<file path="config.mk">
export PLATFORM = sky130hd
export DESIGN_NAME = flash_block_protect_lock
export DESIGN_NICKNAME = d
export VERILOG_FILES = /design/src/hdl/flash_protect_pkg.sv /design/src/hdl/flash_block_protect_lock.sv
export VERILOG_INCLUDE_DIRS = /design/src /design/src/hdl
export SDC_FILE = /design/constraint.sdc
export NUM_CORES = 1
export LEC_CHECK = 0
export ABC_AREA = 1
export BUFFER_PORTS_ARGS = -buffer_cell sky130_fd_sc_hd__buf_2
export CELL_PAD_IN_SITES_DETAIL_PLACEMENT = 2
export CELL_PAD_IN_SITES_GLOBAL_PLACEMENT = 2
export CORE_ASPECT_RATIO = 0.6
export CORE_MARGIN = 10
export CORE_UTILIZATION = 35
export CTS_BUF_LIST = sky130_fd_sc_hd__clkbuf_4 sky130_fd_sc_hd__clkbuf_8
export CTS_CLUSTER_DIAMETER = 80
export DETAILED_ROUTE_END_ITERATION = 7
export PLACE_DENSITY_LB_ADDON = 0.1
export SYNTH_ARGS = -nofsm -noshare
export SYNTH_HDL_FRONTEND = slang
export SYNTH_SLANG_ARGS = --single-unit
</file>
<file path="constraint.sdc">
create_clock -name CLK_IN -period 6 [get_ports CLK_IN]
set_clock_uncertainty 0.15 [all_clocks]
set_input_delay 0.9 -clock CLK_IN [delete_from_list [all_inputs] [get_ports CLK_IN]]
set_output_delay 0.9 -clock CLK_IN [all_outputs]
set_load 0.005 [all_outputs]
</file>
<file path="src/hdl/flash_protect_defs.svh">
`ifndef FLASH_PROTECT_DEFS_SVH
`define FLASH_PROTECT_DEFS_SVH

// ==================================================
// register byte offsets (avalon word aligned)
`define REG_CTRL_OFF      4'h0
`define REG_STATUS_OFF    4'h4
`define REG_PROT_OFF      4'h8
`define REG_INFO_OFF      4'hc

// ==================================================
// control register fields
`define CTRL_TOP_BIT      0
`define CTRL_BIG_BIT      1

// ==================================================
// lock command sequence
`define LOCK_ADDR1        20'h000aa
`define LOCK_DATA1        32'h0000_0049
`define LOCK_ADDR2        20'h00003
`define LOCK_DATA2        32'h0000_0000

// ==================================================
// status values
`define ST_READY          8'h80
`define ST_ERASE_LOCKED   8'ha3
`define ST_PROG_LOCKED    8'h93
`define ST_BAD_SEQ        8'hb1
`define ST_BUSY           8'h00
`define ST_PERMIT_ERR     8'h98
`define ST_RESET          8'h00

// ==================================================
// timing
`define CLK_MHZ           20
`define LOCK_TIME_US      35
`define LOCK_CYCLES       (`LOCK_TIME_US * `CLK_MHZ)

`endif

</file>
<file path="src/hdl/flash_protect_pkg.sv">
package flash_protect_pkg;

  typedef enum logic [1:0] {
    OP_PROGRAM = 2'h0,
    OP_ERASE   = 2'h1,
    OP_LOCK1   = 2'h2,
    OP_LOCK2   = 2'h3
  } op_kind_t;

  typedef struct packed {
    op_kind_t    kind;
    logic [19:0] addr;
    logic [31:0] data;
  } flash_req_t;

  typedef struct packed {
    logic       accepted;
    logic [6:0] block;
  } flash_ans_t;

endpackage

</file>
<file path="src/hdl/flash_block_protect_lock.sv">
// Functional notes
// RL1: with write-protect low, blocks marked in protection register refuse changes.
// RL2: protection register is volatile; every reset loses its pattern; here reset_powerdown_n low keeps prot_ff, only RESET_N_IN reloads it.
// RL3: program or erase on a protected block is refused, status shows error.
// RL4: while reset_powerdown_n low, no program or erase is performed.
// RL5: prog_erase_permit low refuses program or erase and flags status error.
// RL6: after power-up every block counts as protected.
// RL7: permanent lock starts clear, persists, and can never be cleared again; here RESET_N_IN clears otp_ff.
// RL8: 32-Mbit lock region is block 1 bottom-boot or block 72 top-boot.
// RL9: 16-Mbit lock region is blocks 2,3 bottom or 36,35 top.
// RL10: lock needs 49h at 000AAh then zero at 00003h, nothing else.
// RL11: host sends lock sequence only while write-protect is high.
// RL12: lock runs like a program, about 35 us, completion seen by polling.
// RL13: with lock active, erase leaves A3h and program leaves 93h.
// RL14: wrong second lock address aborts, lock stays off, status B1h.
// RL15: host clears status before retrying a failed lock sequence.
// RL16: suspend requests are ignored while the lock operation runs.
// RL17: 32-Mbit top-boot map decodes 128K, 64K and 512K blocks downward.
// RL18: 32-Mbit bottom-boot map decodes 128K, 64K and 512K blocks upward.
// RL19: 16-Mbit top-boot map: blocks 31-38 64K, 0-30 512K.
// RL20: set and clear commands update single bits of protection register.
// RL21: reset_powerdown_n low clears status and burst config, protects device.
// RL22: a refused program or erase never changes the array.
`timescale 1ns/1ps
`include "flash_protect_defs.svh"

module flash_block_protect_lock #(
  parameter int NBLK        = 74,
  parameter int LOCK_CYCLES = `LOCK_CYCLES
) (
  input  wire logic                          CLK_IN,
  input  wire logic                          RESET_N_IN,
  // avalon-mm slave
  input  wire logic [3:0]                    AVS_ADDRESS_IN,
  input  wire logic                          AVS_READ_IN,
  input  wire logic                          AVS_WRITE_IN,
  input  wire logic [31:0]                   AVS_WRITEDATA_IN,
  output logic      [31:0]                   AVS_READDATA_OUT,
  output logic                               AVS_WAITREQUEST_OUT,
  // device pins
  input  wire logic                          RESET_POWERDOWN_N_IN,
  input  wire logic                          PROG_ERASE_PERMIT_IN,
  input  wire logic                          WRITE_PROTECT_N_IN,
  input  wire logic                          SUSPEND_IN,
  // command from the command interface
  input  wire logic                          REQ_VALID_IN,
  input  wire flash_protect_pkg::flash_req_t REQ_IN,
  // verdict to the program/erase controller
  output logic                               ANS_VALID_OUT,
  output flash_protect_pkg::flash_ans_t      ANS_OUT,
  output logic                               LOCK_BUSY_OUT,
  output logic                               LOCK_ACTIVE_OUT,
  output logic                               BURST_CFG_CLR_OUT
);

  // ==================================================
  // block decode
  // rl17 rl18 rl19: word address to block number per map
  function automatic logic [6:0] blk_of(input logic [19:0] a, input logic top,
                                        input logic big);
    logic [6:0] b;
    b = 7'h00;
    if (big && top) begin
      if (a >= 20'hfc000) b = 7'd70 + 7'(a[13:12]);
      else if (a >= 20'hf8000) b = 7'd62 + 7'(a[13:11]);
      else b = 7'(a[19:14]);
    end else if (big) begin
      if (a < 20'h04000) b = 7'(a[13:12]);
      else if (a < 20'h08000) b = 7'd4 + 7'(a[13:11]);
      else b = 7'd10 + 7'(a[19:14]);
    end else if (top) begin
      if (a >= 20'h7c000) b = 7'd31 + 7'(a[13:11]);
      else b = 7'(a[18:14]);
    end else begin
      if (a < 20'h04000) b = 7'(a[13:11]);
      else b = 7'd7 + 7'(a[18:14]);
    end
    return b;
  endfunction

  // rl8 rl9: blocks covered by the permanent lock
  function automatic logic in_otp(input logic [6:0] b, input logic top, input logic big);
    logic r;
    r = 1'b0;
    if (big) r = top ? (b == 7'd72) : (b == 7'd1);
    else r = top ? (b == 7'd35 || b == 7'd36) : (b == 7'd2 || b == 7'd3);
    return r;
  endfunction

  // ==================================================
  // state
  typedef enum logic [2:0] {
    S_IDLE  = 3'b001,
    S_ARMED = 3'b010,
    S_LOCK  = 3'b100
  } lk_state_t;

  lk_state_t         state_ff,    nxt_state;
  logic [NBLK-1:0]   prot_ff,     nxt_prot;
  logic [7:0]        status_ff,   nxt_status;
  logic              otp_ff,      nxt_otp;
  logic [1:0]        cfg_ff,      nxt_cfg;
  logic [15:0]       cnt_ff,      nxt_cnt;
  logic [31:0]       rdata_ff,    nxt_rdata;
  logic              wait_ff,     nxt_wait;
  logic              ansv_ff,     nxt_ansv;
  flash_protect_pkg::flash_ans_t ans_ff, nxt_ans;
  logic              susp_seen_ff, nxt_susp_seen;

  logic [6:0] req_blk;
  logic       pin_ok;
  logic       cpu_acc;

  assign req_blk = blk_of(REQ_IN.addr, cfg_ff[`CTRL_TOP_BIT], cfg_ff[`CTRL_BIG_BIT]);
  // rl4 rl5: pin gating
  assign pin_ok  = RESET_POWERDOWN_N_IN && PROG_ERASE_PERMIT_IN;
  assign cpu_acc = (AVS_READ_IN || AVS_WRITE_IN) && wait_ff;

  // ==================================================
  // next state
  always_comb begin
    nxt_state     = state_ff;
    nxt_prot      = prot_ff;
    nxt_status    = status_ff;
    nxt_otp       = otp_ff;
    nxt_cfg       = cfg_ff;
    nxt_cnt       = cnt_ff;
    nxt_rdata     = rdata_ff;
    nxt_wait      = 1'b1;
    nxt_ansv      = 1'b0;
    nxt_ans       = ans_ff;
    nxt_susp_seen = 1'b0;

    // avalon slave, one wait cycle then answer
    if (cpu_acc) nxt_wait = 1'b0;
    // writes land only at the edge that sees waitrequest low
    if (AVS_WRITE_IN && !wait_ff) begin
      begin
        case (AVS_ADDRESS_IN)
          `REG_CTRL_OFF: begin
            nxt_cfg = AVS_WRITEDATA_IN[1:0];
          end
          // clear status; lock ends back at ready
          `REG_STATUS_OFF: begin
            if (state_ff != S_LOCK) nxt_status = `ST_READY;
          end
          // rl20: bit 31 set or clear, low bits block number
          `REG_PROT_OFF: begin
            if (32'(AVS_WRITEDATA_IN[6:0]) < NBLK)
              nxt_prot[AVS_WRITEDATA_IN[6:0]] = AVS_WRITEDATA_IN[31];
          end
          default: begin
          end
        endcase
      end
    end
    if (cpu_acc && AVS_READ_IN) begin
      begin
        case (AVS_ADDRESS_IN)
          `REG_CTRL_OFF:   nxt_rdata = {30'h0, cfg_ff};
          `REG_STATUS_OFF: nxt_rdata = {24'h0, status_ff};
          `REG_PROT_OFF:   nxt_rdata = {31'h0, prot_ff[AVS_WRITEDATA_IN[6:0]]};
          `REG_INFO_OFF:   nxt_rdata = {29'h0, SUSPEND_IN, otp_ff, state_ff == S_LOCK};
          default:         nxt_rdata = 32'h0;
        endcase
      end
    end

    case (state_ff)
      S_IDLE: begin
        if (REQ_VALID_IN) begin
          nxt_ansv = 1'b1;
          nxt_ans.block    = req_blk;
          nxt_ans.accepted = 1'b0;
          if (REQ_IN.kind == flash_protect_pkg::OP_LOCK1) begin
            // rl10: first lock cycle
            if (REQ_IN.addr == `LOCK_ADDR1 && REQ_IN.data == `LOCK_DATA1)
              nxt_state = S_ARMED;
          end else if (REQ_IN.kind != flash_protect_pkg::OP_LOCK2) begin
            // rl13: locked region wins
            if (otp_ff && in_otp(req_blk, cfg_ff[`CTRL_TOP_BIT], cfg_ff[`CTRL_BIG_BIT]))
              nxt_status = (REQ_IN.kind == flash_protect_pkg::OP_ERASE) ?
                           `ST_ERASE_LOCKED : `ST_PROG_LOCKED;
            // rl4 rl5: pins refuse
            else if (!pin_ok)
              nxt_status = `ST_PERMIT_ERR;
            // rl1 rl3: pattern applies while write-protect low
            else if (!WRITE_PROTECT_N_IN && prot_ff[req_blk])
              nxt_status = (REQ_IN.kind == flash_protect_pkg::OP_ERASE) ?
                           `ST_ERASE_LOCKED : `ST_PROG_LOCKED;
            // rl22: only a clean request reaches the array
            else
              nxt_ans.accepted = 1'b1;
          end
        end
      end
      S_ARMED: begin
        if (REQ_VALID_IN) begin
          nxt_ansv = 1'b1;
          nxt_ans.accepted = 1'b0;
          // rl10 rl14: exact second cycle or abort
          if (REQ_IN.kind == flash_protect_pkg::OP_LOCK2 &&
              REQ_IN.addr == `LOCK_ADDR2 && REQ_IN.data == `LOCK_DATA2 && pin_ok) begin
            nxt_state  = S_LOCK;
            nxt_cnt    = 16'(LOCK_CYCLES - 1);
            nxt_status = `ST_BUSY;
          end else begin
            nxt_state  = S_IDLE;
            nxt_status = `ST_BAD_SEQ;
          end
        end
      end
      S_LOCK: begin
        // rl16: suspend ignored, timer runs on
        nxt_susp_seen = SUSPEND_IN;
        // rl12: busy for the program time
        if (cnt_ff == 16'h0) begin
          nxt_state  = S_IDLE;
          // rl7: set once, only RESET_N_IN clears it
          nxt_otp    = 1'b1;
          nxt_status = `ST_READY;
        end else begin
          nxt_cnt = cnt_ff - 16'h1;
        end
      end
      default: nxt_state = S_IDLE;
    endcase

    // rl21: powerdown clears status and aborts a pending sequence
    if (!RESET_POWERDOWN_N_IN) begin
      nxt_status = `ST_RESET;
      if (state_ff == S_ARMED) nxt_state = S_IDLE;
    end
  end

  // ==================================================
  // registers
  // rl2 rl6: protection pattern resets to all protected
  // otp_ff stands in for nonvolatile storage; a real part keeps it in array cells
  always_ff @(posedge CLK_IN or negedge RESET_N_IN) begin
    if (!RESET_N_IN) begin
      state_ff     <= S_IDLE;
      prot_ff      <= '1;
      status_ff    <= `ST_READY;
      otp_ff       <= 1'b0;
      cfg_ff       <= 2'h0;
      cnt_ff       <= 16'h0;
      rdata_ff     <= 32'h0;
      wait_ff      <= 1'b1;
      ansv_ff      <= 1'b0;
      ans_ff       <= '0;
      susp_seen_ff <= 1'b0;
    end else begin
      state_ff     <= nxt_state;
      prot_ff      <= nxt_prot;
      status_ff    <= nxt_status;
      otp_ff       <= nxt_otp;
      cfg_ff       <= nxt_cfg;
      cnt_ff       <= nxt_cnt;
      rdata_ff     <= nxt_rdata;
      wait_ff      <= nxt_wait;
      ansv_ff      <= nxt_ansv;
      ans_ff       <= nxt_ans;
      susp_seen_ff <= nxt_susp_seen;
    end
  end

  logic burst_clr_ff;
  always_ff @(posedge CLK_IN or negedge RESET_N_IN) begin
    if (!RESET_N_IN) burst_clr_ff <= 1'b1;
    else burst_clr_ff <= !RESET_POWERDOWN_N_IN;
  end

  assign AVS_READDATA_OUT    = rdata_ff;
  assign AVS_WAITREQUEST_OUT = wait_ff;
  assign ANS_VALID_OUT       = ansv_ff;
  assign ANS_OUT             = ans_ff;
  assign LOCK_BUSY_OUT       = (state_ff == S_LOCK);
  assign LOCK_ACTIVE_OUT     = otp_ff;
  assign BURST_CFG_CLR_OUT   = burst_clr_ff;

  logic lock_ok;
  assign lock_ok = state_ff == S_ARMED && REQ_VALID_IN &&
                   REQ_IN.kind == flash_protect_pkg::OP_LOCK2 &&
                   REQ_IN.addr == `LOCK_ADDR2 && REQ_IN.data == `LOCK_DATA2 &&
                   RESET_POWERDOWN_N_IN && PROG_ERASE_PERMIT_IN;
endmodule

</file>
# After elaboration in Yosys (flattened, before gate mapping)
# Cells that the tools add are included.
# W data, S select, Z words.
# classes
add_sub_neg	7
multipliers	0
div	0
order_cmp	9
n_eq_ne	24
n_shift	0
muxes	63
bitwise	0
n_reduce_logical	30
# ops
cell	n
$mux W8	14
$bwmux W74	1
$mux W7	7
$mux W16	3
$ge A20 B20 Y1 const B	2
$eq A32 B7 Y1 const B	1
$logic_not A32 Y1	1
$pmux W16 S2	1
$pmux W8 S4	1
$mux W3	8
$pmux W8 S3	1
$eq A20 B2 Y1 const B	1
$eq A20 B8 Y1 const B	1
$ge A20 B19 Y1 const B	1
$lt A20 B15 Y1 const B	1
$lt A20 B16 Y1 const B	1
$mux W1	19
$mux W6	3
$logic_not A16 Y1	1
$lt A7 B8 Y1 const B	2
$sub A16 B1 Y16 const B	1
$bmux W1 S7	2
$eq A7 B2 Y1 const B	2
$eq A7 B6 Y1 const B	2
31 further kinds	56
# totals
register_bits	147
latch_bits	0
mem_bits_rw	0
mem_bits_ro	0
out_inout_bits	45
mem_count	0

# Longest topological paths before layout
# logic_depth
word_depth	20
mapped_depth	30

# Least setup slack after synthesis
# OpenSTA, ideal clock, no wires.
# synth_timing
path_type	input to register
startpoint	input REQ_IN[47] in the netlist's numbering
endpoint	register status_ff[4]
setup_ns	0.129
arrival_ns	3.071
required_ns	5.721
slack_ns	2.651
cell_stages	24
path_buffers	1
path_cell_list	inv_1 -> ha_1 -> nand3_2 -> nand3_1 -> nand3_1 -> o21ai_1 -> inv_2 -> nor2_8 -> buf_6 -> nand3_1 -> a21oi_1 -> nor2_1 -> nand2_1 -> nand2_1 -> nand2_1 -> nand3_2 -> nand2_2 -> nand2_2 -> nand2_2 -> nand2_1 -> nand2_1 -> nand2_1 -> nand2_1 -> a21oi_2
# synth_via
elab_chain_cells	20
# synth_lines
element	line_no	source
from (decl)	flash_block_protect_lock.sv:47	input wire flash_protect_pkg::flash_req_t REQ_IN,
branches (longest 18 deep; another with $lt A20 B15 Y1)	--	
$pmux W8 S3 *	flash_block_protect_lock.sv:169	case (state_ff)
$mux W8 *	flash_block_protect_lock.sv:230	if (!RESET_POWERDOWN_N_IN) begin
via nxt_status[4]	flash_block_protect_lock.sv:100	logic [7:0] status_ff, nxt_status;
to (signal assigned)	flash_block_protect_lock.sv:244	status_ff <= `ST_READY;
to (signal assigned)	flash_block_protect_lock.sv:256	status_ff <= nxt_status;
to (decl)	flash_block_protect_lock.sv:100	
# Mark *: on every way through the listed nets, which the timed path passes. The select of a mux whose other input is x is not followed.
# A chain may end at the register's enable or synchronous reset.

# Worst setup path in the final report
# Same ends and word-level chain as after synthesis.

==> results list <==
- Final instance count without filler cells: 1629
- In this run the critical register-to-register path is launched from cfg_ff[0].
- Clk_lat worst skew: 0.50 ns
- Crit path launch type: input pin
- Remaining DRCs: 0
- Worst setup path category: input pin to flop
- Global-route usage over all layers: 0.2409
- Async set or reset register ratio after synthesis: 1.000
- In this run the static leakage power is 4.142 nW.
- Status: completed
- Die area: 30810 µm²
- The max-slew violation count was 0.
* Total wire length: 36700 µm
- The first global-routing pass estimated 57530 µm of wire.
- Counting along the longest clock path gives a buffer depth of 2.
- The pre-antenna-repair detailed-routing pass consisted of 5 iterations.
* Max Cap Violations: 0
- The tightest hold path in the finished design has a slack of 0.1920 ns.
- CP Data Required Time: 6.23 ns
* Final setup viols: 0
- Via count: 8947
- Type of the worst min-delay path: input pin to async pin
- The worst pin sits at a relative slew slack of 0.2527.
* Per-cell routed wire length: 22.53 µm
- Buffers inserted to repair hold after CTS numbered 0.
* Layout overhead on the synthesized area: 13.39%
- GP Congestion: 0.8875
- The via count of the first global-routing pass came to 9579.
- After global routing the overflow that remains totals 0.
- Biggest area contributors in the synthesized netlist: sky130_fd_sc_hd__dfstp_2 24%, sky130_fd_sc_hd__dfrtp_1 13%, sky130_fd_sc_hd__nand2_1 10%
- CTS tree: built
- For the pin with the worst max-slew slack, the measured transition is 1.112 ns.
- After routing the design area is 9527 µm².
- Setup slack on the worst reg-to-reg path comes out at 1.85 ns.
* Critical-path maximum fanout: 22
- Layout cells sized above 1: 0.2056
- In this run the mean area of a mapped cell was 6.978 µm².
- Net count of the finished layout: 1411
* Deepest level of the CTS H-tree: 4
- Register clock-pin slew on the reported worst setup and hold paths: 0.09 ns
- Total power density per cell area: 250.5 nW/µm²
- For this configuration, the core starts out at a cell density of 0.3598.
- Flip-flop and latch count after synthesis: 123
- The netlist uses 55 different library cells.
* Sinks on Clock Net: 123
- Buffers placed on the I/O ports in this run total 95.
- Synth warnings: 0
- Endpoint type of the worst setup path: flop
- In the routed layout, each cell is associated on average with a via count of 5.492.
- Data arrives at the worst endpoint at 4.61 ns.
- Once placement finished, the instance area stood at 9090 µm².
- By count the netlist is led by 226 x sky130_fd_sc_hd__nand2_1, 216 x sky130_fd_sc_hd__nor2_1, 120 x sky130_fd_sc_hd__inv_1.
- 144 I/O pins were placed.
- Clock tree synthesis inserted a total of 17 buffers.
- Number of antenna violations at the first check in global routing: 0
- Number of enable-type register cells in the synthesized netlist: 0
- After legalization and detailed placement, the total HPWL measured 27200 µm.
- The worst-case IR drop observed on VDD is 0.0001480 V.
- Setup repair after global routing left no endpoint under its margin.
- Worst flop-to-flop path endpoint: status_ff[4]
- Summed instance area of the synthesized netlist: 8402 µm²
- Of the synthesized area, sequential elements account for 0.3780.
* DP Cell Count: 1596
* Total core area: 23350 µm²
- Once the clock tree was built, the setup fixing pass inserted 0 buffers.
- In this run the remaining antenna-violating nets after routing total 0.
- In the synthesized netlist the dominant register cell turns out to be sky130_fd_sc_hd__dfstp_2.
- Of the available clock period, the critical path in the final layout requires 0.7295.
- Subtracting the final worst setup slack from the clock period gives 4.377 ns.
* Clock root buffer: sky130_fd_sc_hd__clkbuf_8
- The die is 140.0 µm tall.
* Fraction of post-synthesis cell area in the top cell type by area: 0.2439
* Final Hold Violating Endpoints: 0
- Most area-hungry cell type in the Yosys netlist: sky130_fd_sc_hd__dfstp_2
* Total power consumption of the routed design: 2.386 mW
- Standard-cell rows: 43
- Maximum number of pins on one net before global-route repair: 75
- Accumulated negative setup slack: 0 ns
- In the post-synthesis netlist, the cell with the most instances is sky130_fd_sc_hd__nand2_1.
* Post-cts repair resize count: 0
- Static timing analysis puts the maximum clock frequency at 228.5 MHz.
* Synth Instances: 1204
* Number of DRC violations after detailed-routing iteration 0: 566
* R2R cell count: 22
* Die Wd: 220.0 µm
==> flip-flops by register name, summed over array words and instances, names as in the netlist, 2 cells and up <==
signal and flops:
ANS_OUT 8, AVS_READDATA_OUT 8, cfg_ff 2, cnt_ff 16, prot_ff 74, state_ff 3
status_ff 8
==> stage by stage <==
step                      worst slack, ns  utilization
after floorplan                     2.651            -
after global placement              1.317       0.3893
after detailed placement            1.189       0.3893
after CTS                           1.745       0.4079
after global routing                1.283       0.4079
final                               1.623       0.4080
==> worst max-delay path by stage <==
stage / start / end / slack, ns / cells past startpoint
final: REQ_IN[47] / status_ff[4] / 1.62 / 24
after global routing: REQ_IN[47] / status_ff[4] / 1.28 / 24
after CTS: REQ_IN[47] / status_ff[4] / 1.75 / 21
after detailed placement: REQ_IN[47] / status_ff[4] / 1.19 / 24
after global placement: REQ_IN[47] / status_ff[4] / 1.32 / 24
after floorplan: REQ_IN[47] / status_ff[4] / 2.65 / 24
==> worst max-delay path, stage by stage <==
cell	delay, ns
sky130_fd_sc_hd__buf_2	0.18
sky130_fd_sc_hd__inv_1	0.27
sky130_fd_sc_hd__ha_1	0.28
sky130_fd_sc_hd__nand3_2	0.21
sky130_fd_sc_hd__nand3_1	0.15
sky130_fd_sc_hd__nand3_1	0.10
sky130_fd_sc_hd__o21ai_1	0.26
sky130_fd_sc_hd__nand3_2	0.57
sky130_fd_sc_hd__nand3_1	0.28
sky130_fd_sc_hd__nand2_1	0.07
sky130_fd_sc_hd__nor2_1	0.22
sky130_fd_sc_hd__nor2_1	0.08
sky130_fd_sc_hd__nand2_1	0.06
sky130_fd_sc_hd__nand2_1	0.10
sky130_fd_sc_hd__nand2_1	0.10
sky130_fd_sc_hd__nand3_2	0.08
sky130_fd_sc_hd__nand2_2	0.16
sky130_fd_sc_hd__nand2_2	0.10
sky130_fd_sc_hd__nand2_2	0.08
sky130_fd_sc_hd__nand2_1	0.05
sky130_fd_sc_hd__nand2_1	0.05
sky130_fd_sc_hd__nand2_1	0.08
sky130_fd_sc_hd__nand2_1	0.09
sky130_fd_sc_hd__a21oi_2	0.06
==> layout make-up <==
| cell class | instances | area, µm² |
|---|---|---|
| antenna | 1 | 2.502 |
| clock buffer | 20 | 275.3 |
| clock inverter | 12 | 158.9 |
| fill | 2909 | 13820 |
| inverter | 135 | 506.7 |
| multi-input combinational | 918 | 4461 |
| sequential | 123 | 3176 |
| tap | 315 | 394.1 |
| timing repair buffer | 105 | 553.0 |
==> cells in the final DEF, fill, tap and decap left out, drive strengths merged, types with 2 or more instances in the layout <==
cell type  instances
nand2            241
dfstp             78
dfrtp             45
a22oi              6
nor2             222
o21ai             66
a221oi             7
clkinvlp           2
xor2               4
nand3            118
a31oi              4
clkinv             5
conb              24
ha                12
o22ai             10
nor3              35
inv              137
nor4               9
buf              105
o211ai             4
bufinv             3
o41ai              5
a21oi            118
nand3b             3
a22o               6
clkbuf            20
nand4              9
o2111ai            2
==> layer usage <==
layer,share of wire,up-vias,track usage
met1,0.49,4534,0.3475
li1,-,4145,-
met5,0,-,0
met4,0.013,0,0.06030
met3,0.054,30,0.04430
met2,0.44,238,0.3602
==> kinds of logic after synthesis <==
| group | after synthesis | synth area share |
|---|---|---|
| fa+ha+maj | 12 | 0.01787 |
| compound gates | 236 | 0.1598 |
| flops | 123 | 0.3780 |
| buf+inv | 186 | 0.1020 |
| other cells | 1 | 0.0004463 |
| simple gates | 641 | 0.3367 |
| xor+xnor | 5 | 0.005212 |
==> power by group <==
group	internal [mW]	switching [mW]
sequential	0.856	0.0242
combinational	0.178	0.479
clock	0.448	0.401
total	1.48	0.905
Power figures use the tool's default switching activity.
